==> config.mk <==
export PLATFORM = sky130hd
export DESIGN_NAME = upr_usb_port_routing_power
export DESIGN_NICKNAME = d
export VERILOG_FILES = /design/src/logic/upr_pkg.sv /design/src/logic/upr_power_ctrl.sv /design/src/logic/upr_usb_port_routing_power.sv
export SDC_FILE = /design/constraint.sdc
export NUM_CORES = 1
export LEC_CHECK = 0
export ABC_AREA = 0
export BUFFER_PORTS_ARGS = -buffer_cell sky130_fd_sc_hd__buf_2
export CORE_AREA = 8 8 230 232
export CTS_BUF_LIST = sky130_fd_sc_hd__clkbuf_8
export DETAILED_ROUTE_END_ITERATION = 10
export DIE_AREA = 0 0 238 240
export SLEW_MARGIN = 20
export SYNTH_ARGS = -nofsm -noshare
export SYNTH_HDL_FRONTEND = slang
export SYNTH_SLANG_ARGS = --single-unit
export TNS_END_PERCENT = 1
==> constraint.sdc <==
create_clock -name clk -period 2.9 [get_ports clk]
set_clock_uncertainty 0.1 [all_clocks]
set_input_delay 0.29 -clock clk [delete_from_list [all_inputs] [get_ports clk]]
set_output_delay 0.29 -clock clk [all_outputs]
set_load 0.01 [all_outputs]
==> src/logic/upr_pkg.sv <==
/*
  Shared constants and types for the USB port routing and power block:
  register offsets and field positions, port modes, pin bit positions,
  reset values and the low-power state type.
  Assumes a 32-bit APB register bus with byte addresses and three cores
  numbered host 1 = 0, host 2 = 1, on-the-go = 2.
*/
package upr_pkg;

  localparam int UPR_NUM_CORES = 3;
  localparam int UPR_PIN_W = 11;
  localparam int UPR_CORE_HOST1 = 0;
  localparam int UPR_CORE_HOST2 = 1;
  localparam int UPR_CORE_OTG = 2;

  // Clock figures, for reference by the bench
  localparam int UPR_CLK_MHZ = 125;
  localparam int UPR_LP_CLK_KHZ = 32;

  // Register map
  localparam logic [11:0] UPR_USB_PORT_CONTROL_REGISTER_OFFSET = 12'h000;
  localparam logic [11:0] UPR_STATUS_OFFSET = 12'h004;
  localparam int UPR_CTRL_BYPASS_BIT = 0;
  localparam int UPR_CTRL_MODE_LSB = 4;
  localparam int UPR_CTRL_MODE_STRIDE = 4;
  localparam int UPR_CTRL_LS_LSB = 16;
  localparam int UPR_STAT_BYPASS_BIT = 0;
  localparam int UPR_STAT_PWR_LSB = 8;
  localparam int UPR_STAT_PWR_STRIDE = 4;
  localparam int UPR_STAT_SUSP_OFS = 2;
  localparam int UPR_STAT_CLKEN_OFS = 3;

  // Port modes
  localparam logic [1:0] UPR_MODE_SERIAL = 2'h0;
  localparam logic [1:0] UPR_MODE_TRANSCEIVERLESS = 2'h1;
  localparam logic [1:0] UPR_MODE_ULPI = 2'h2;

  // Reset values
  localparam logic [1:0] UPR_MODE_RESET = UPR_MODE_SERIAL;
  localparam logic UPR_LS_RESET = 1'b0;
  localparam logic UPR_BYPASS_RESET = 1'b0;

  // Pin bit positions within one port
  localparam int UPR_PIN_VP = 0;
  localparam int UPR_PIN_VM = 1;
  localparam int UPR_PIN_OE_N = 2;
  localparam int UPR_PIN_PEER_OE_N = 2;
  localparam int UPR_PIN_RCV = 3;
  localparam int UPR_PIN_PEER_VP = 4;
  localparam int UPR_PIN_PEER_VM = 5;
  localparam int UPR_PIN_ULPI_DATA_LSB = 0;
  localparam int UPR_PIN_ULPI_STP = 8;
  localparam int UPR_PIN_ULPI_DIR = 9;
  localparam int UPR_PIN_ULPI_NXT = 10;

  // Low-power timing, in 32 kHz ticks
  localparam int UPR_SETTLE_TICKS = 2;
  localparam int UPR_TICK_CNT_W = 4;

  localparam logic [1:0] UPR_HTRANS_IDLE = 2'h0;

  typedef enum logic [1:0] {
    UPR_PWR_ACTIVE,
    UPR_PWR_XCVR_SUSPEND,
    UPR_PWR_CLK_STOPPED,
    UPR_PWR_WAKING
  } upr_pwr_state_type;

endpackage

==> src/logic/upr_power_ctrl.sv <==
/*
  Low-power controller for one USB core: suspends the transceiver, then
  stops the core clock, and wakes on bus activity seen at 32 kHz ticks.
  Assumes lp_tick is a one-cycle pulse per low-power clock period, made
  from a synchronised clock, and line_active from synchronised pins.
*/
`timescale 1ns/100ps
module upr_power_ctrl #(
  parameter int SETTLE_TICKS = upr_pkg::UPR_SETTLE_TICKS,
  parameter int CNT_W = upr_pkg::UPR_TICK_CNT_W
) (
  input wire logic clk,
  input wire logic rstn,
  input wire logic lp_tick,
  input wire logic suspend_req,
  input wire logic line_active,
  output logic xcvr_suspend,
  output logic core_clk_en,
  output logic wakeup,
  output upr_pkg::upr_pwr_state_type state
);

  typedef struct packed {
    upr_pkg::upr_pwr_state_type state;
    logic [CNT_W-1:0] cnt;
  } upr_pwr_regs_type;

  upr_pwr_regs_type r;
  upr_pwr_regs_type next_r;

  always_comb begin
    next_r = r;
    unique case (r.state)
      upr_pkg::UPR_PWR_ACTIVE: begin
        if (suspend_req && !line_active) begin
          next_r.state = upr_pkg::UPR_PWR_XCVR_SUSPEND;
          next_r.cnt = '0;
        end
      end
      upr_pkg::UPR_PWR_XCVR_SUSPEND: begin
        if (!suspend_req || line_active) begin
          next_r.state = upr_pkg::UPR_PWR_ACTIVE;
        end else if (lp_tick) begin
          // Clock stops only after the transceiver has sat in suspend
          if (r.cnt == CNT_W'(SETTLE_TICKS - 1)) begin
            next_r.state = upr_pkg::UPR_PWR_CLK_STOPPED;
          end else begin
            next_r.cnt = r.cnt + 1'b1;
          end
        end
      end
      upr_pkg::UPR_PWR_CLK_STOPPED: begin
        // Only the low-power tick is trusted here, the core is frozen
        if (lp_tick && (line_active || !suspend_req)) begin
          next_r.state = upr_pkg::UPR_PWR_WAKING;
        end
      end
      upr_pkg::UPR_PWR_WAKING: begin
        if (!suspend_req) begin
          next_r.state = upr_pkg::UPR_PWR_ACTIVE;
        end
      end
    endcase
  end

  always_ff @(posedge clk or negedge rstn) begin
    if (!rstn) begin
      r <= '{state: upr_pkg::UPR_PWR_ACTIVE, cnt: '0};
    end else begin
      r <= next_r;
    end
  end

  assign xcvr_suspend = (r.state == upr_pkg::UPR_PWR_XCVR_SUSPEND) ||
                        (r.state == upr_pkg::UPR_PWR_CLK_STOPPED);
  assign core_clk_en = (r.state != upr_pkg::UPR_PWR_CLK_STOPPED);
  assign wakeup = (r.state == upr_pkg::UPR_PWR_WAKING);
  assign state = r.state;

endmodule

==> src/logic/upr_usb_port_routing_power.sv <==
/*
  Port routing and power wrapper around three USB cores: per-port choice
  of serial transceiver, transceiverless emulation or ULPI, bypass from
  the on-the-go port to host port 1, per-core low-power control, an APB
  register slave and a shared AHB master for the cores' DMA.
  Assumes the cores run on clk, pins are asynchronous to clk, and the
  32 kHz low-power clock arrives on a pin and keeps running.
*/
// The placing of the registers and the APB interface to the registers were chosen for this implementation.
// Summary of operation
// - Normally each core connects only to its own port, never another port.
// - Transceiverless mode is accepted only on host ports 1 and 2.
// - Transceiverless mode emulates two back-to-back transceivers between core and peer.
// - Host 1 is full/low speed only; host 2 and on-the-go reach high speed.
// - Each port is set for high speed and/or full/low speed signalling.
// - Host 2 takes ULPI, serial or transceiverless; on-the-go always uses an external transceiver.
// - ULPI mode puts a ULPI interface on the port pins.
// - Bypass only when on-the-go is serial and host port 1 is transceiverless.
// - Setting the bypass bit in the control register starts bypass.
// - In bypass the on-the-go transceiver is routed to the host port 1 peer.
// - In bypass the on-the-go and host 1 cores lose their ports.
// - Each core has its own power controller ticking on the 32 kHz clock.
// - Idle bus: transceiver suspends first, then the core clock stops.
// - The 32 kHz clock keeps running to catch wake-up activity.
// - Registers over APB, data buffers over an AHB master.
`timescale 1ns/100ps
module upr_usb_port_routing_power #(
  parameter int SETTLE_TICKS = upr_pkg::UPR_SETTLE_TICKS
) (
  input wire logic clk,
  input wire logic rstn,
  input wire logic lp_clk_pin,
  input wire logic psel,
  input wire logic penable,
  input wire logic pwrite,
  input wire logic [11:0] paddr,
  input wire logic [31:0] pwdata,
  output logic [31:0] prdata,
  output logic pready,
  output logic pslverr,
  input wire logic [2:0] core_tx_vp,
  input wire logic [2:0] core_tx_vm,
  input wire logic [2:0] core_tx_oe_n,
  output logic [2:0] core_rx_vp,
  output logic [2:0] core_rx_vm,
  output logic [2:0] core_rx_rcv,
  input wire logic [2:1][7:0] core_ulpi_tx_data,
  input wire logic [2:1] core_ulpi_stp,
  output logic [2:1][7:0] core_ulpi_rx_data,
  output logic [2:1] core_ulpi_dir,
  output logic [2:1] core_ulpi_nxt,
  input wire logic [2:0] core_suspend_req,
  output logic [2:0] core_clk_en,
  output logic [2:0] core_wakeup,
  output logic [2:0] port_xcvr_suspend,
  input wire logic [2:0][10:0] port_pin_in,
  output logic [2:0][10:0] port_pin_out,
  output logic [2:0][10:0] port_pin_oe_n,
  input wire logic [2:0][1:0] core_htrans,
  input wire logic [2:0][31:0] core_haddr,
  input wire logic [2:0] core_hwrite,
  input wire logic [2:0][2:0] core_hsize,
  input wire logic [2:0][2:0] core_hburst,
  input wire logic [2:0][31:0] core_hwdata,
  output logic [2:0] core_hready,
  output logic [2:0] core_hresp,
  output logic [31:0] core_hrdata,
  output logic [1:0] htrans,
  output logic [31:0] haddr,
  output logic hwrite,
  output logic [2:0] hsize,
  output logic [2:0] hburst,
  output logic [31:0] hwdata,
  input wire logic [31:0] hrdata,
  input wire logic hready,
  input wire logic hresp
);

  localparam int NC = upr_pkg::UPR_NUM_CORES;
  localparam int PW = upr_pkg::UPR_PIN_W;
  localparam int H1 = upr_pkg::UPR_CORE_HOST1;
  localparam int OTG = upr_pkg::UPR_CORE_OTG;
  localparam int VP = upr_pkg::UPR_PIN_VP;
  localparam int VM = upr_pkg::UPR_PIN_VM;
  localparam int OEN = upr_pkg::UPR_PIN_OE_N;
  localparam int POEN = upr_pkg::UPR_PIN_PEER_OE_N;
  localparam int RCV = upr_pkg::UPR_PIN_RCV;
  localparam int PVP = upr_pkg::UPR_PIN_PEER_VP;
  localparam int PVM = upr_pkg::UPR_PIN_PEER_VM;
  localparam int UDL = upr_pkg::UPR_PIN_ULPI_DATA_LSB;
  localparam logic [1:0] M_SER = upr_pkg::UPR_MODE_SERIAL;
  localparam logic [1:0] M_TLESS = upr_pkg::UPR_MODE_TRANSCEIVERLESS;
  localparam logic [1:0] M_ULPI = upr_pkg::UPR_MODE_ULPI;

  typedef struct packed {
    logic [NC-1:0][PW-1:0] pin_meta;
    logic [NC-1:0][PW-1:0] pin_sync;
    logic lp_meta;
    logic lp_sync;
    logic lp_prev;
    logic bypass_req;
    logic [NC-1:0][1:0] mode;
    logic [NC-1:0] low_speed;
    logic [31:0] prdata;
    logic [NC-1:0][PW-1:0] pin_out;
    logic [NC-1:0][PW-1:0] pin_oe_n;
    logic [NC-1:0] rx_vp;
    logic [NC-1:0] rx_vm;
    logic [NC-1:0] rx_rcv;
    logic [2:1][7:0] ulpi_rx_data;
    logic [2:1] ulpi_dir;
    logic [2:1] ulpi_nxt;
    logic [1:0] ahb_owner;
    logic ahb_data_pending;
  } upr_state_type;

  localparam upr_state_type STATE_RESET = '{
    pin_oe_n: '1,
    bypass_req: upr_pkg::UPR_BYPASS_RESET,
    mode: {NC{upr_pkg::UPR_MODE_RESET}},
    low_speed: {NC{upr_pkg::UPR_LS_RESET}},
    default: '0
  };

  upr_state_type r;
  upr_state_type next_r;

  logic lp_tick;
  logic bypass_active;
  logic ctrl_hit;
  logic stat_hit;
  logic [31:0] rd_word;
  logic [NC-1:0] line_active;
  logic [1:0] ahb_pick;
  logic ahb_any;
  upr_pkg::upr_pwr_state_type pwr_state [NC];

  // Edge of the synchronised 32 kHz clock; the first stage is never read here
  assign lp_tick = r.lp_sync & ~r.lp_prev;

  assign bypass_active = r.bypass_req &&
                         (r.mode[OTG] == M_SER) &&
                         (r.mode[H1] == M_TLESS);

  assign ctrl_hit = (paddr == upr_pkg::UPR_USB_PORT_CONTROL_REGISTER_OFFSET);
  assign stat_hit = (paddr == upr_pkg::UPR_STATUS_OFFSET);

  // Register read view
  always_comb begin
    rd_word = '0;
    if (ctrl_hit) begin
      rd_word[upr_pkg::UPR_CTRL_BYPASS_BIT] = r.bypass_req;
      for (int i = 0; i < NC; i++) begin
        rd_word[upr_pkg::UPR_CTRL_MODE_LSB + upr_pkg::UPR_CTRL_MODE_STRIDE * i +: 2] = r.mode[i];
        rd_word[upr_pkg::UPR_CTRL_LS_LSB + i] = r.low_speed[i];
      end
    end else if (stat_hit) begin
      rd_word[upr_pkg::UPR_STAT_BYPASS_BIT] = bypass_active;
      for (int i = 0; i < NC; i++) begin
        rd_word[upr_pkg::UPR_STAT_PWR_LSB + upr_pkg::UPR_STAT_PWR_STRIDE * i +: 2] = pwr_state[i];
        rd_word[upr_pkg::UPR_STAT_PWR_LSB + upr_pkg::UPR_STAT_PWR_STRIDE * i
                + upr_pkg::UPR_STAT_SUSP_OFS] = port_xcvr_suspend[i];
        rd_word[upr_pkg::UPR_STAT_PWR_LSB + upr_pkg::UPR_STAT_PWR_STRIDE * i
                + upr_pkg::UPR_STAT_CLKEN_OFS] = core_clk_en[i];
      end
    end
  end

  // Lowest core number wins the DMA bus
  always_comb begin
    ahb_any = 1'b0;
    ahb_pick = r.ahb_owner;
    for (int i = NC - 1; i >= 0; i--) begin
      if (core_htrans[i] != upr_pkg::UPR_HTRANS_IDLE) begin
        ahb_any = 1'b1;
        ahb_pick = 2'(i);
      end
    end
  end

  // Line activity as each power controller should judge it
  always_comb begin
    for (int i = 0; i < NC; i++) begin
      if (r.mode[i] == M_ULPI) begin
        line_active[i] = r.pin_sync[i][upr_pkg::UPR_PIN_ULPI_DIR];
      end else begin
        line_active[i] = (r.rx_vp[i] != ~r.low_speed[i]) || (r.rx_vm[i] != r.low_speed[i]);
      end
    end
    if (bypass_active) begin
      line_active[H1] = 1'b0;
      line_active[OTG] = 1'b0;
    end
  end

  always_comb begin
    next_r = r;
    next_r.pin_meta = port_pin_in;
    next_r.pin_sync = r.pin_meta;
    next_r.lp_meta = lp_clk_pin;
    next_r.lp_sync = r.lp_meta;
    next_r.lp_prev = r.lp_sync;

    // Register writes land at the access edge; illegal modes are dropped
    if (psel && penable && pwrite && ctrl_hit) begin
      next_r.bypass_req = pwdata[upr_pkg::UPR_CTRL_BYPASS_BIT];
      for (int i = 0; i < NC; i++) begin
        logic [1:0] m;
        m = pwdata[upr_pkg::UPR_CTRL_MODE_LSB + upr_pkg::UPR_CTRL_MODE_STRIDE * i +: 2];
        if ((m == M_SER) ||
            ((m == M_TLESS) && (i != OTG)) ||
            ((m == M_ULPI) && (i != H1))) begin
          next_r.mode[i] = m;
        end
        next_r.low_speed[i] = pwdata[upr_pkg::UPR_CTRL_LS_LSB + i];
      end
    end
    if (psel && !penable) begin
      next_r.prdata = rd_word;
    end

    // Each core to its own port only
    for (int p = 0; p < NC; p++) begin
      next_r.pin_out[p] = '0;
      next_r.pin_oe_n[p] = '1;
      next_r.rx_vp[p] = 1'b0;
      next_r.rx_vm[p] = 1'b0;
      next_r.rx_rcv[p] = 1'b0;
      unique case (r.mode[p])
        M_SER: begin
          // No on-the-go lines: such a transceiver is managed out of band
          next_r.pin_out[p][VP] = core_tx_vp[p];
          next_r.pin_out[p][VM] = core_tx_vm[p];
          next_r.pin_oe_n[p][VP] = core_tx_oe_n[p];
          next_r.pin_oe_n[p][VM] = core_tx_oe_n[p];
          next_r.pin_out[p][OEN] = core_tx_oe_n[p];
          next_r.pin_oe_n[p][OEN] = 1'b0;
          next_r.rx_vp[p] = r.pin_sync[p][VP];
          next_r.rx_vm[p] = r.pin_sync[p][VM];
          next_r.rx_rcv[p] = r.pin_sync[p][RCV];
        end
        M_TLESS: begin
          next_r.pin_oe_n[p][VP] = 1'b0;
          next_r.pin_oe_n[p][VM] = 1'b0;
          next_r.pin_oe_n[p][RCV] = 1'b0;
          if (!core_tx_oe_n[p]) begin
            // Core transmits: peer and core both see the core's line state
            next_r.pin_out[p][VP] = core_tx_vp[p];
            next_r.pin_out[p][VM] = core_tx_vm[p];
            next_r.pin_out[p][RCV] = core_tx_vp[p];
            next_r.rx_vp[p] = core_tx_vp[p];
            next_r.rx_vm[p] = core_tx_vm[p];
            next_r.rx_rcv[p] = core_tx_vp[p];
          end else if (!r.pin_sync[p][POEN]) begin
            next_r.pin_out[p][VP] = r.pin_sync[p][PVP];
            next_r.pin_out[p][VM] = r.pin_sync[p][PVM];
            next_r.pin_out[p][RCV] = r.pin_sync[p][PVP];
            next_r.rx_vp[p] = r.pin_sync[p][PVP];
            next_r.rx_vm[p] = r.pin_sync[p][PVM];
            next_r.rx_rcv[p] = r.pin_sync[p][PVP];
          end else begin
            // Nobody drives: emulate the pull-up idle state for the set speed
            next_r.pin_out[p][VP] = ~r.low_speed[p];
            next_r.pin_out[p][VM] = r.low_speed[p];
            next_r.pin_out[p][RCV] = ~r.low_speed[p];
            next_r.rx_vp[p] = ~r.low_speed[p];
            next_r.rx_vm[p] = r.low_speed[p];
            next_r.rx_rcv[p] = ~r.low_speed[p];
          end
        end
        M_ULPI: begin
        end
        default: begin
        end
      endcase
    end

    // ULPI on the two ports able to carry it
    for (int p = 1; p < NC; p++) begin
      next_r.ulpi_rx_data[p] = '0;
      next_r.ulpi_dir[p] = 1'b0;
      next_r.ulpi_nxt[p] = 1'b0;
      if (r.mode[p] == M_ULPI) begin
        // Turnaround follows the synchronised dir, three cycles after the dir pin
        next_r.pin_out[p][UDL +: 8] = core_ulpi_tx_data[p];
        next_r.pin_oe_n[p][UDL +: 8] = {8{r.pin_sync[p][upr_pkg::UPR_PIN_ULPI_DIR]}};
        next_r.pin_out[p][upr_pkg::UPR_PIN_ULPI_STP] = core_ulpi_stp[p];
        next_r.pin_oe_n[p][upr_pkg::UPR_PIN_ULPI_STP] = 1'b0;
        next_r.ulpi_rx_data[p] = r.pin_sync[p][UDL +: 8];
        next_r.ulpi_dir[p] = r.pin_sync[p][upr_pkg::UPR_PIN_ULPI_DIR];
        next_r.ulpi_nxt[p] = r.pin_sync[p][upr_pkg::UPR_PIN_ULPI_NXT];
      end
    end

    // Bypass: on-the-go transceiver talks straight to the host port 1 peer
    if (bypass_active) begin
      next_r.pin_out[OTG][VP] = r.pin_sync[H1][PVP];
      next_r.pin_out[OTG][VM] = r.pin_sync[H1][PVM];
      next_r.pin_oe_n[OTG][VP] = r.pin_sync[H1][POEN];
      next_r.pin_oe_n[OTG][VM] = r.pin_sync[H1][POEN];
      next_r.pin_out[OTG][OEN] = r.pin_sync[H1][POEN];
      next_r.pin_oe_n[OTG][OEN] = 1'b0;
      if (!r.pin_sync[H1][POEN]) begin
        next_r.pin_out[H1][VP] = r.pin_sync[H1][PVP];
        next_r.pin_out[H1][VM] = r.pin_sync[H1][PVM];
        next_r.pin_out[H1][RCV] = r.pin_sync[H1][PVP];
      end else begin
        next_r.pin_out[H1][VP] = r.pin_sync[OTG][VP];
        next_r.pin_out[H1][VM] = r.pin_sync[OTG][VM];
        next_r.pin_out[H1][RCV] = r.pin_sync[OTG][RCV];
      end
      next_r.rx_vp[H1] = 1'b0;
      next_r.rx_vm[H1] = 1'b0;
      next_r.rx_rcv[H1] = 1'b0;
      next_r.rx_vp[OTG] = 1'b0;
      next_r.rx_vm[OTG] = 1'b0;
      next_r.rx_rcv[OTG] = 1'b0;
    end

    // Ownership moves only with no data phase open, costing one idle cycle
    if (hready) begin
      next_r.ahb_data_pending = core_htrans[r.ahb_owner][1];
      if (!r.ahb_data_pending && !core_htrans[r.ahb_owner][1] && ahb_any) begin
        next_r.ahb_owner = ahb_pick;
      end
    end
  end

  always_ff @(posedge clk or negedge rstn) begin
    if (!rstn) begin
      r <= STATE_RESET;
    end else begin
      r <= next_r;
    end
  end

  for (genvar g = 0; g < NC; g++) begin : g_pwr
    upr_power_ctrl #(
      .SETTLE_TICKS(SETTLE_TICKS),
      .CNT_W(upr_pkg::UPR_TICK_CNT_W)
    ) u_pwr (
      .clk(clk),
      .rstn(rstn),
      .lp_tick(lp_tick),
      .suspend_req(core_suspend_req[g]),
      .line_active(line_active[g]),
      .xcvr_suspend(port_xcvr_suspend[g]),
      .core_clk_en(core_clk_en[g]),
      .wakeup(core_wakeup[g]),
      .state(pwr_state[g])
    );
    assign core_hready[g] = (r.ahb_owner == 2'(g)) ? hready : 1'b0;
    assign core_hresp[g] = (r.ahb_owner == 2'(g)) ? hresp : 1'b0;
  end

  assign prdata = r.prdata;
  assign pready = psel & penable;
  assign pslverr = psel & penable & ~(ctrl_hit | stat_hit);
  assign core_rx_vp = r.rx_vp;
  assign core_rx_vm = r.rx_vm;
  assign core_rx_rcv = r.rx_rcv;
  assign core_ulpi_rx_data = r.ulpi_rx_data;
  assign core_ulpi_dir = r.ulpi_dir;
  assign core_ulpi_nxt = r.ulpi_nxt;
  assign port_pin_out = r.pin_out;
  assign port_pin_oe_n = r.pin_oe_n;
  assign core_hrdata = hrdata;
  // DMA path is a pass-through mux so cores keep AHB timing
  assign htrans = core_htrans[r.ahb_owner];
  assign haddr = core_haddr[r.ahb_owner];
  assign hwrite = core_hwrite[r.ahb_owner];
  assign hsize = core_hsize[r.ahb_owner];
  assign hburst = core_hburst[r.ahb_owner];
  assign hwdata = core_hwdata[r.ahb_owner];

endmodule

# Word level (Yosys, flattened, before mapping)
# Index checks and enable logic that the tools add are counted.
# word_totals
ff_bits	186
input_bits	366
out_inout_bits	249
elab_cells	305
# classes
add_sub_neg	3
n_lt_le_gt_ge	1
eq_ne	58
mux	134
n_bitwise	9
reduce_logical	64
# ops
operator	count
$bmux 32 s2	2
$mux 32	2
$mux 2	31
$mux 1	50
$mux 6	6
$mux 9	4
$reduce_and 5->1	6
$ne 2x2->1 const B	14
$eq 2x2->1 const B	12
$mux 4	6
$pmux 2 s2	6
$pmux 2 s4	3
$pmux 4 s2	3
$logic_not 2->1	10
$eq 2x1->1 const B	9
$pmux 1 s2	9
$mux 8	2
$mux 3	5
$logic_and 1x1->1	14
$ne 2x1->1 const B	7
$logic_or 1x1->1	13
$add 4x1->4 const B	3
$bmux 3 s2	2
$eq 12x3->1 const B	1
17 further kinds	49

# Logic depth before layout (Yosys ltp)
# Gate-level depths: netlist (run 1).
# depth
depth_word	9
depth_mapped	7
mapped_depth_nobuf	7

# Modules after synthesis
# A second synthesis (run 1) with hierarchy kept.
# unflattened
cells_unflattened	934
hier_area_um2	9315.2
# modules_own_cells
mod	instances	cells_per_inst	area_each_um2	seq_area_each_um2
upr_usb_port_routing_power	1	787	7866.3	3744.8
upr_power_ctrl	3	49	483.0	150.1

# Worst setup path before layout (run 1)
# OpenSTA, ideal clock, no wires.
# synth_timing
path_type	register to register
startpoint	register with a tool-made name
endpoint	register g_pwr[2].u_pwr.r[3] (netlist name)
t_arrival_ns	1.872
path_slack_ns	0.862
path_stages_with_launch	7
path_cell_list	dfrtp_1 inv_1 ha_1 mux2_2 a221o_1 or4b_1 nand2_1
# synth_rtl
element	line	rtl
end signal: assignment	upr_power_ctrl.sv:68	r <= '{state: upr_pkg::UPR_PWR_ACTIVE, cnt: '0};
end signal: assignment	upr_power_ctrl.sv:70	r <= next_r;
end: declaration	upr_power_ctrl.sv:28	upr_pwr_regs_type r;

# Worst setup path after layout (run 1)
# layout_timing
startpoint	register r[2] (netlist name)
endpoint	output port hwdata[5]
# layout_between
elab_chain_len	2
# layout_rtl
element	line	rtl
start: declaration	upr_usb_port_routing_power.sv:125	upr_state_type r;
start signal: assignment	upr_usb_port_routing_power.sv:333	r <= next_r;
$bmux 32 s2	upr_usb_port_routing_power.sv:374	assign hwdata = core_hwdata[r.ahb_owner];
$mux 32 (not written as such)	upr_usb_port_routing_power.sv:374	
end: declaration	upr_usb_port_routing_power.sv:73	output logic [31:0] hwdata,
# Every way passes these cells. The select of a mux whose other input is x is not followed.

==> results of run 1 <==
layout by cell type (no fill, tap or decap), types with 29 or more instances in the layout:
cell type / instances
and2_1: 34
dfrtp_1: 152
nand2_1: 112
inv_1: 29
dlygate4sd3_1: 66
mux2i_1: 86
o21ai_0: 93
conb_1: 39
nor2_1: 34
buf_2: 482
critical path, cell delays in order, from the launching register on:
cell,delay (ns)
dfrtp_4,0.75
buf_12,0.35
mux2i_1,0.12
o21ai_0,0.43
buf_2,0.26
flip-flops by register name (all words and copies together), names as in the netlist, named ones only:
register,count
r,41
core_ulpi_dir,2
prdata,15
port_pin_out,22
core_rx_rcv,3
g_pwr.u_pwr.state,3
core_ulpi_rx_data,16
core_rx_vp,3
core_rx_vm,3
port_pin_oe_n,13
g_pwr.u_pwr.r,12
next_r,29
core_ulpi_nxt,2
repair_timing:
| item | 4_1_cts | 5_1_grt |
|---|---|---|
| hold buffers | 66 | 0 |
| gates resized for setup | 3 | 0 |
| hold endpoints to repair | 115 | 0 |
| endpoints found under the setup margin | 3 | 0 |
through the flow:
stage                     hold slack [ns]  utilization (%)  total power [W]  worst slack [ns]
after floorplan                    -0.106                -          0.00477             0.862
after global placement              0.187             23.3          0.00646             0.497
after detailed placement            0.194             23.3          0.00654             0.489
after CTS                          0.0103             25.5          0.00846            0.0908
after global routing               0.0302             25.5          0.00881            0.0322
final                              0.0611             25.5          0.00828            0.0973
routing by layer:
metal	vias to the layer above	global-route usage (%)
li1	3863	-
met1	3949	16.2
met2	398	24.8
met3	39	5.11
met4	0	5.49
met5	-	0.173
path summary, 6_finish.rpt:
| path | start | endpoint | depth (start not counted) | slack, ns |
|---|---|---|---|---|
| worst max-delay path | r[2] | hwdata[5] | 4 | 0.1 |
| worst min register to register | next_r[147] | r[147] | 0 | 0.25 |
| max in group asynchronous | rstn | port_pin_oe_n[23] | 3 | 1.58 |
| min in group asynchronous | rstn | prdata[15] | 2 | 0.21 |
| worst min-delay path | core_tx_oe_n[1] | port_pin_out[13] | 3 | 0.06 |
| worst max register to register | r[134] | g_pwr[0].u_pwr.r[3] | 5 | 0.64 |
cells by family after synthesis:
| family | Yosys count | synth area share (%) |
|---|---|---|
| adders and majority gates | 19 | 2.54 |
| muxes | 97 | 10.5 |
| other | 2 | 0.0802 |
| AOI/OAI and AO/OA | 181 | 11.9 |
| xor gates and xnor gates | 2 | 0.187 |
| buffers and inverters | 237 | 16.4 |
| DFF | 167 | 44.8 |
| and+or+nand+nor | 254 | 13.6 |
report_power, final:
part           switching [W]  internal, W
Sequential          0.000216      0.00250
Combinational        0.00237      0.00140
Clock               0.000962     0.000837
Total                0.00354      0.00474
area by class of cell:
cell class	count	area (um^2)	share of cell area, %
Multi-Input combinational cell	592	3780	30.0
Clock inverter	13	161	1.28
Clock buffer	19	262	2.07
Timing Repair Buffer	565	3240	25.7
Sequential cell	167	4200	33.3
Inverter	29	109	0.863
Tap cell	672	841	6.67
Antenna cell	4	10.0	0.0794
==> summary.md, run 1 <==
| Metric | Value |
|---|---|
| Max_slew headroom | `roughly two fifths` |
| Synthesized area | `9370 um^2` |
| Final setup vio count | `0` |
| Yosys reg bits | `between 150 and 200` |
| Commonest cells post-synth | `169 x buf_4, 154 x dfrtp_1, 112 x nand2_1` |
| Clock latency on the worst-skew pair | `slightly below 0.5 ns` |
| Leak | `6.13 nW` |
| Die X | `approximately 240 um` |
| Io pins | `between 600 and 700` |
| Max-slew violations | `0` |
| Post-detailed-route count of antenna-violating nets | `0` |
| First-pass GRT wire length | `about 60000 um` |
| Port Buffers | `483` |
| Worst VDD drop | `roughly 350 uV` |
| Status | `finished clean` |
| Area grow syn2layout | `34.6%` |
| Gr usage total | `about 14%` |
| Clock period minus worst slack | `around 2.8 ns` |
| Starting Density | `about a fifth` |
| Synth cell types | `66` |
| WP data required | `~2.5 ns` |
| # DRC | `0` |
| Most common flop cell mapped by yosys | `dfrtp_1` |
| WL met3 | `3310 um` |
| Root buf cell | `clkbuf_8` |
| Pwr/cell area | `657 nW/um^2` |
| Final non-filler cell total | `roughly 2100` |
| Clock-pin slew on the worst setup and hold paths | `roughly 0.10 ns` |
| RSZ-0062 raised after global routing | `no` |
| # rows | `82` |
| Layout cells sized above 1 | `~42%` |
| Core area | `49500 um^2` |
| Clock Sinks | `around 170` |
| Maximum clock path buffer count | `2` |
| Cell with the most instances after synthesis | `buf_4` |
| Initial DRC Count | `~350` |
| Inst Count DP | `1959` |
| Vias in the first global route | `between 8000 and 9000` |
| Die height | `~240 um` |
| DP HPWL | `around 37000 um` |
| Post-synth EDFFs | `0` |
| CP startpoint kind | `register` |
| Synth top area share | `41.1%` |
| RePlAce Congestion | `0.965` |
| Max Freq | `about 360 MHz` |
| DR WL met2 | `21500 um` |
| CTS tree | `done` |
| # H-tree levels | `4` |
| Warnings, synthesis | `0` |
| Setup CP Type | `register to primary output` |
| Crit-path max FO | `40` |
| Setup crit end kind | `primary output` |
| Top Metal Used | `met4` |
| Layout Nets | `around 1800` |
| Via count | `8249` |
| First-pass DRT Iterations | `4` |
| Wire per inst | `between 20 and 25 um` |
| Seq/Total Area, Yosys | `around 45%` |
| Syn avg cell area | `between 9 and 10 um^2` |
| Number of post-CTS setup repair buffers | `0` |
| Worst Tran Pin Value | `0.913 ns` |
| Hold crit path type | `primary input to register` |
| Placed Area | `11500 um^2` |
| Routed metal-1 wirelength | `around 17000 um` |
| Initial antenna violation count | `5` |
| Gr ovfl total | `0` |
| Total CTS buffers | `17` |
| Setup_tns | `0 ns` |
| Cell taking the most area after synthesis | `dfrtp_1` |
| Die ar. | `roughly 57000 um^2` |
| Max-Cap Viols | `0` |
| Filler cell count | `5375` |
| FFs w/ async S/R, synth | `between 90% and 100%` |
| Area contributors post-synth | `dfrtp_1 41%, buf_4 14%, mux2i_1 9.2%` |
| Worst Path Arrival | `roughly 2.4 ns` |
| Final Routed Wirelength | `roughly 43000 um` |
| Largest net degree at the start of global routing | `80` |
| Syn Inst Count | `between 900 and 1000` |
| DR vias/cell | `roughly 4.0` |
| Tcrit/Tclk final | `a little over nine tenths` |
| Final Hold Fails | `0` |
| Fin area | `12600 um^2` |
Power figures use the tool's default switching activity.
==> run 2: changes to the inputs <==
REMOVE_ABC_BUFFERS = 1   (was default)
==> run 2 against run 1 <==
Sequential share of layout area fell by 0.41 points; core utilization increased by 0.31 points; hold slack improved by 0.017 ns; wire length grew 4.0%; clock-buffer cell count unchanged; first-iteration DRC count increased by 4.6%; cell count rose by 0.73%; cell area increased by 1.2%; setup slack better by 0.054 ns; combinational power increased by 2%; via count grew 1.3%; clock power barely moved.
==> summary.md, run 2 (synthesis results as in run 1) <==
| Metric | Value |
|---|---|
| Power Internal | `0.00476 W (was 0.00474 W)` |
| Gr ovfl total | `0 (unchanged)` |
| Clock period minus worst slack | `2.75 ns (was 2.80 ns)` |
| Top Metal Used | `met5 (was met4)` |
| Status | `finished clean (unchanged)` |
| DR vias/cell | `4.03 (was 4.00)` |
| Io pins | `615 (unchanged)` |
| Layout cells sized above 1 | `41.8% (was 41.5%)` |
| Post-place setup slack | `0.377 ns (was 0.489 ns)` |
| Crit path cell chain | `buf_12 > mux2i_1 > buf_4 > o21ai_0 > buf_2 (was buf_12 > mux2i_1 > o21ai_0 > buf_2)` |
| Reg-to-reg critical path startpoint | `r[2] (was r[134])` |
| Clock power share | `21.4% (was 21.7%)` |
| Die height | `240 um (unchanged)` |
| RSZ-0062 raised after global routing | `no (unchanged)` |
| Largest register FFs | `41 (unchanged)` |
| Pwr/cell area | `650 nW/um^2 (was 657 nW/um^2)` |
| Worst Path Arrival | `2.36 ns (was 2.41 ns)` |
| Area grow syn2layout | `36.3% (was 34.6%)` |
| Clock-pin slew on the worst setup and hold paths | `0.10 ns (about the same)` |
| CTS tree | `done (unchanged)` |
| Final WS setup | `0.151 ns (was 0.0973 ns)` |
| WL met3 | `3870 um (was 3310 um)` |
| Vias in the first global route | `9192 (was 8813)` |
| WP data required | `2.51 ns (about the same)` |
| Routed metal-1 wirelength | `15500 um (was 17000 um)` |
| Layout Nets | `1772 (was 1757)` |
| Setup crit end kind | `primary output (unchanged)` |
| Clock Sinks | `167 (unchanged)` |
| Leak | `6.22 nW (was 6.13 nW)` |
| Max incr delay on CP | `0.52 ns (was 0.75 ns)` |
| Core area | `49500 um^2 (unchanged)` |
| Root buf cell | `clkbuf_8 (unchanged)` |
| Tcrit/Tclk final | `94.8% (was 96.6%)` |
| Sw Ratio | `42.6% (was 42.8%)` |
| Die X | `238 um (unchanged)` |
| Initial antenna violation count | `18 (was 5)` |
| Initial DRC Count | `365 (was 349)` |
| Most frequent cells in the layout | `482 x buf_2, 152 x dfrtp_1, 112 x nand2_1 (unchanged)` |
| Most common cell after layout, fill and taps aside | `buf_2 (unchanged)` |
| Resized cells post-CTS | `0 (was 3)` |
| # rows | `82 (unchanged)` |
| Via count | `8356 (was 8249)` |
| Max Freq | `364 MHz (was 357 MHz)` |
| Crit-path max FO | `72 (was 40)` |
| Final Hold Fails | `0 (unchanged)` |
| Max-slew violations | `0 (unchanged)` |
| Final Routed Wirelength | `44700 um (was 43000 um)` |
| Wire per inst | `21.6 um (was 20.9 um)` |
| Final hold slack | `0.0781 ns (was 0.0611 ns)` |
| Setup CP Type | `register to primary output (unchanged)` |
| DR WL met2 | `24200 um (was 21500 um)` |
| CP startpoint kind | `register (unchanged)` |
| Port Buffers | `483 (unchanged)` |
| Number of post-CTS setup repair buffers | `0 (unchanged)` |
| Total CTS buffers | `17 (unchanged)` |
| Gr usage total | `15.2% (was 14.4%)` |
| # DRC | `0 (unchanged)` |
| Worst VDD drop | `319 uV (was 347 uV)` |
| Combinational power share | `46.3% (was 45.5%)` |
| Die ar. | `57100 um^2 (unchanged)` |
| Starting Density | `18.9% (unchanged)` |
| Hold crit path type | `primary input to register (unchanged)` |
| DP HPWL | `38300 um (was 36600 um)` |
| Max-Cap Viols | `0 (unchanged)` |
| Hold_sp | `core_tx_vm[1] (was core_tx_oe_n[1])` |
| Hold_buf cts | `72 (was 66)` |
| Worst path slowest cell | `dfrtp_4 (unchanged)` |
| Most flop-heavy register | `r (unchanged)` |
| Sequential share of power | `32.3% (was 32.8%)` |
| Post-detailed-route count of antenna-violating nets | `0 (unchanged)` |
| Maximum clock path buffer count | `2 (unchanged)` |
| Max_slew headroom | `36.3% (was 39.1%)` |
| Clock latency on the worst-skew pair | `0.49 ns (about the same)` |
| First-pass GRT wire length | `62900 um (was 59900 um)` |
| Worst Tran Pin Value | `0.956 ns (was 0.913 ns)` |
| Largest net degree at the start of global routing | `73 (was 80)` |
| # H-tree levels | `4 (unchanged)` |
| Filler cell count | `5423 (was 5375)` |
| RePlAce Congestion | `0.874 (was 0.965)` |
| Net Sw Power | `0.00353 W (was 0.00354 W)` |
| Critical path origin | `r[2] (unchanged)` |
| First-pass DRT Iterations | `5 (was 4)` |
| Final setup vio count | `0 (unchanged)` |
## run 2: cell types whose count changed in the layout (fill, tap and decap cells not counted), moves of 2 or more
cell / before / now
buf_12: 3 / 5
buf_4: 13 / 20
clkinv_8: 1 / 3
dlygate4sd3_1: 66 / 72
inv_8: 1 / 3
o21ai_0: 93 / 96
o21ai_1: 4 / 1
## run 2: worst max-delay path: cells and delay by family (launching register included)
family / cells / cell delay, ns
compound gates: 1 / 0.07
flops: 1 / 0.52
buf+inv: 3 / 0.78
mux: 1 / 0.44
## run 2: power by group through the flow
stage / clock network [W] / registers [W] / logic [W]
2_1_floorplan: 0 / 0.00285 / 0.00178
6_report: 0.00177 / 0.00268 / 0.00384
4_1_cts: 0.00189 / 0.00268 / 0.00394
3_5_place_dp: 0 / 0.00273 / 0.00385
5_1_grt: 0.00194 / 0.00271 / 0.00416
3_3_place_gp: 0 / 0.00272 / 0.00379
## run 2: worst paths after layout
check,depth (start not counted),end,slack (ns)
max in group asynchronous,3,core_ulpi_nxt[2],1.76
min in group asynchronous,2,prdata[4],0.21
min,4,core_rx_vm[1],0.08
max reg2reg,6,r[0],0.56
max,5,hwdata[7],0.15
min reg2reg,0,r[168],0.25
## run 2: metrics by stage
step | area, um^2 | utilization, % | setup TNS (ns) | instances | power, W
after floorplan | 8080 | - | -194.71 | 788 | 0.00463
after global placement | 11600 | 23.5 | 0 | 1968 | 0.00651
after detailed placement | 11600 | 23.5 | 0 | 1968 | 0.00658
after CTS | 12800 | 25.8 | 0 | 2072 | 0.00851
after global routing | 12800 | 25.8 | 0 | 2075 | 0.00881
final | 12800 | 25.8 | 0 | 2076 | 0.00829
## run 2: layer usage
metal / GRT usage [%] / vias to the layer above
li1: - / 3894
met1: 15.0 / 3981
met2: 28.8 / 410
met3: 6.26 / 65
met4: 3.80 / 6
met5: 1.90 / -
## run 2: final cells by class
class / count / area (um^2) / area share [%]
clock inverters: 13 / 161 / 1.26
flip-flops and latches: 167 / 4200 / 32.9
well taps: 672 / 841 / 6.59
multi-input cells: 592 / 3790 / 29.7
clock buffers: 19 / 262 / 2.05
inverters: 29 / 109 / 0.853
repair buffers: 580 / 3390 / 26.6
diodes: 4 / 10.0 / 0.0784
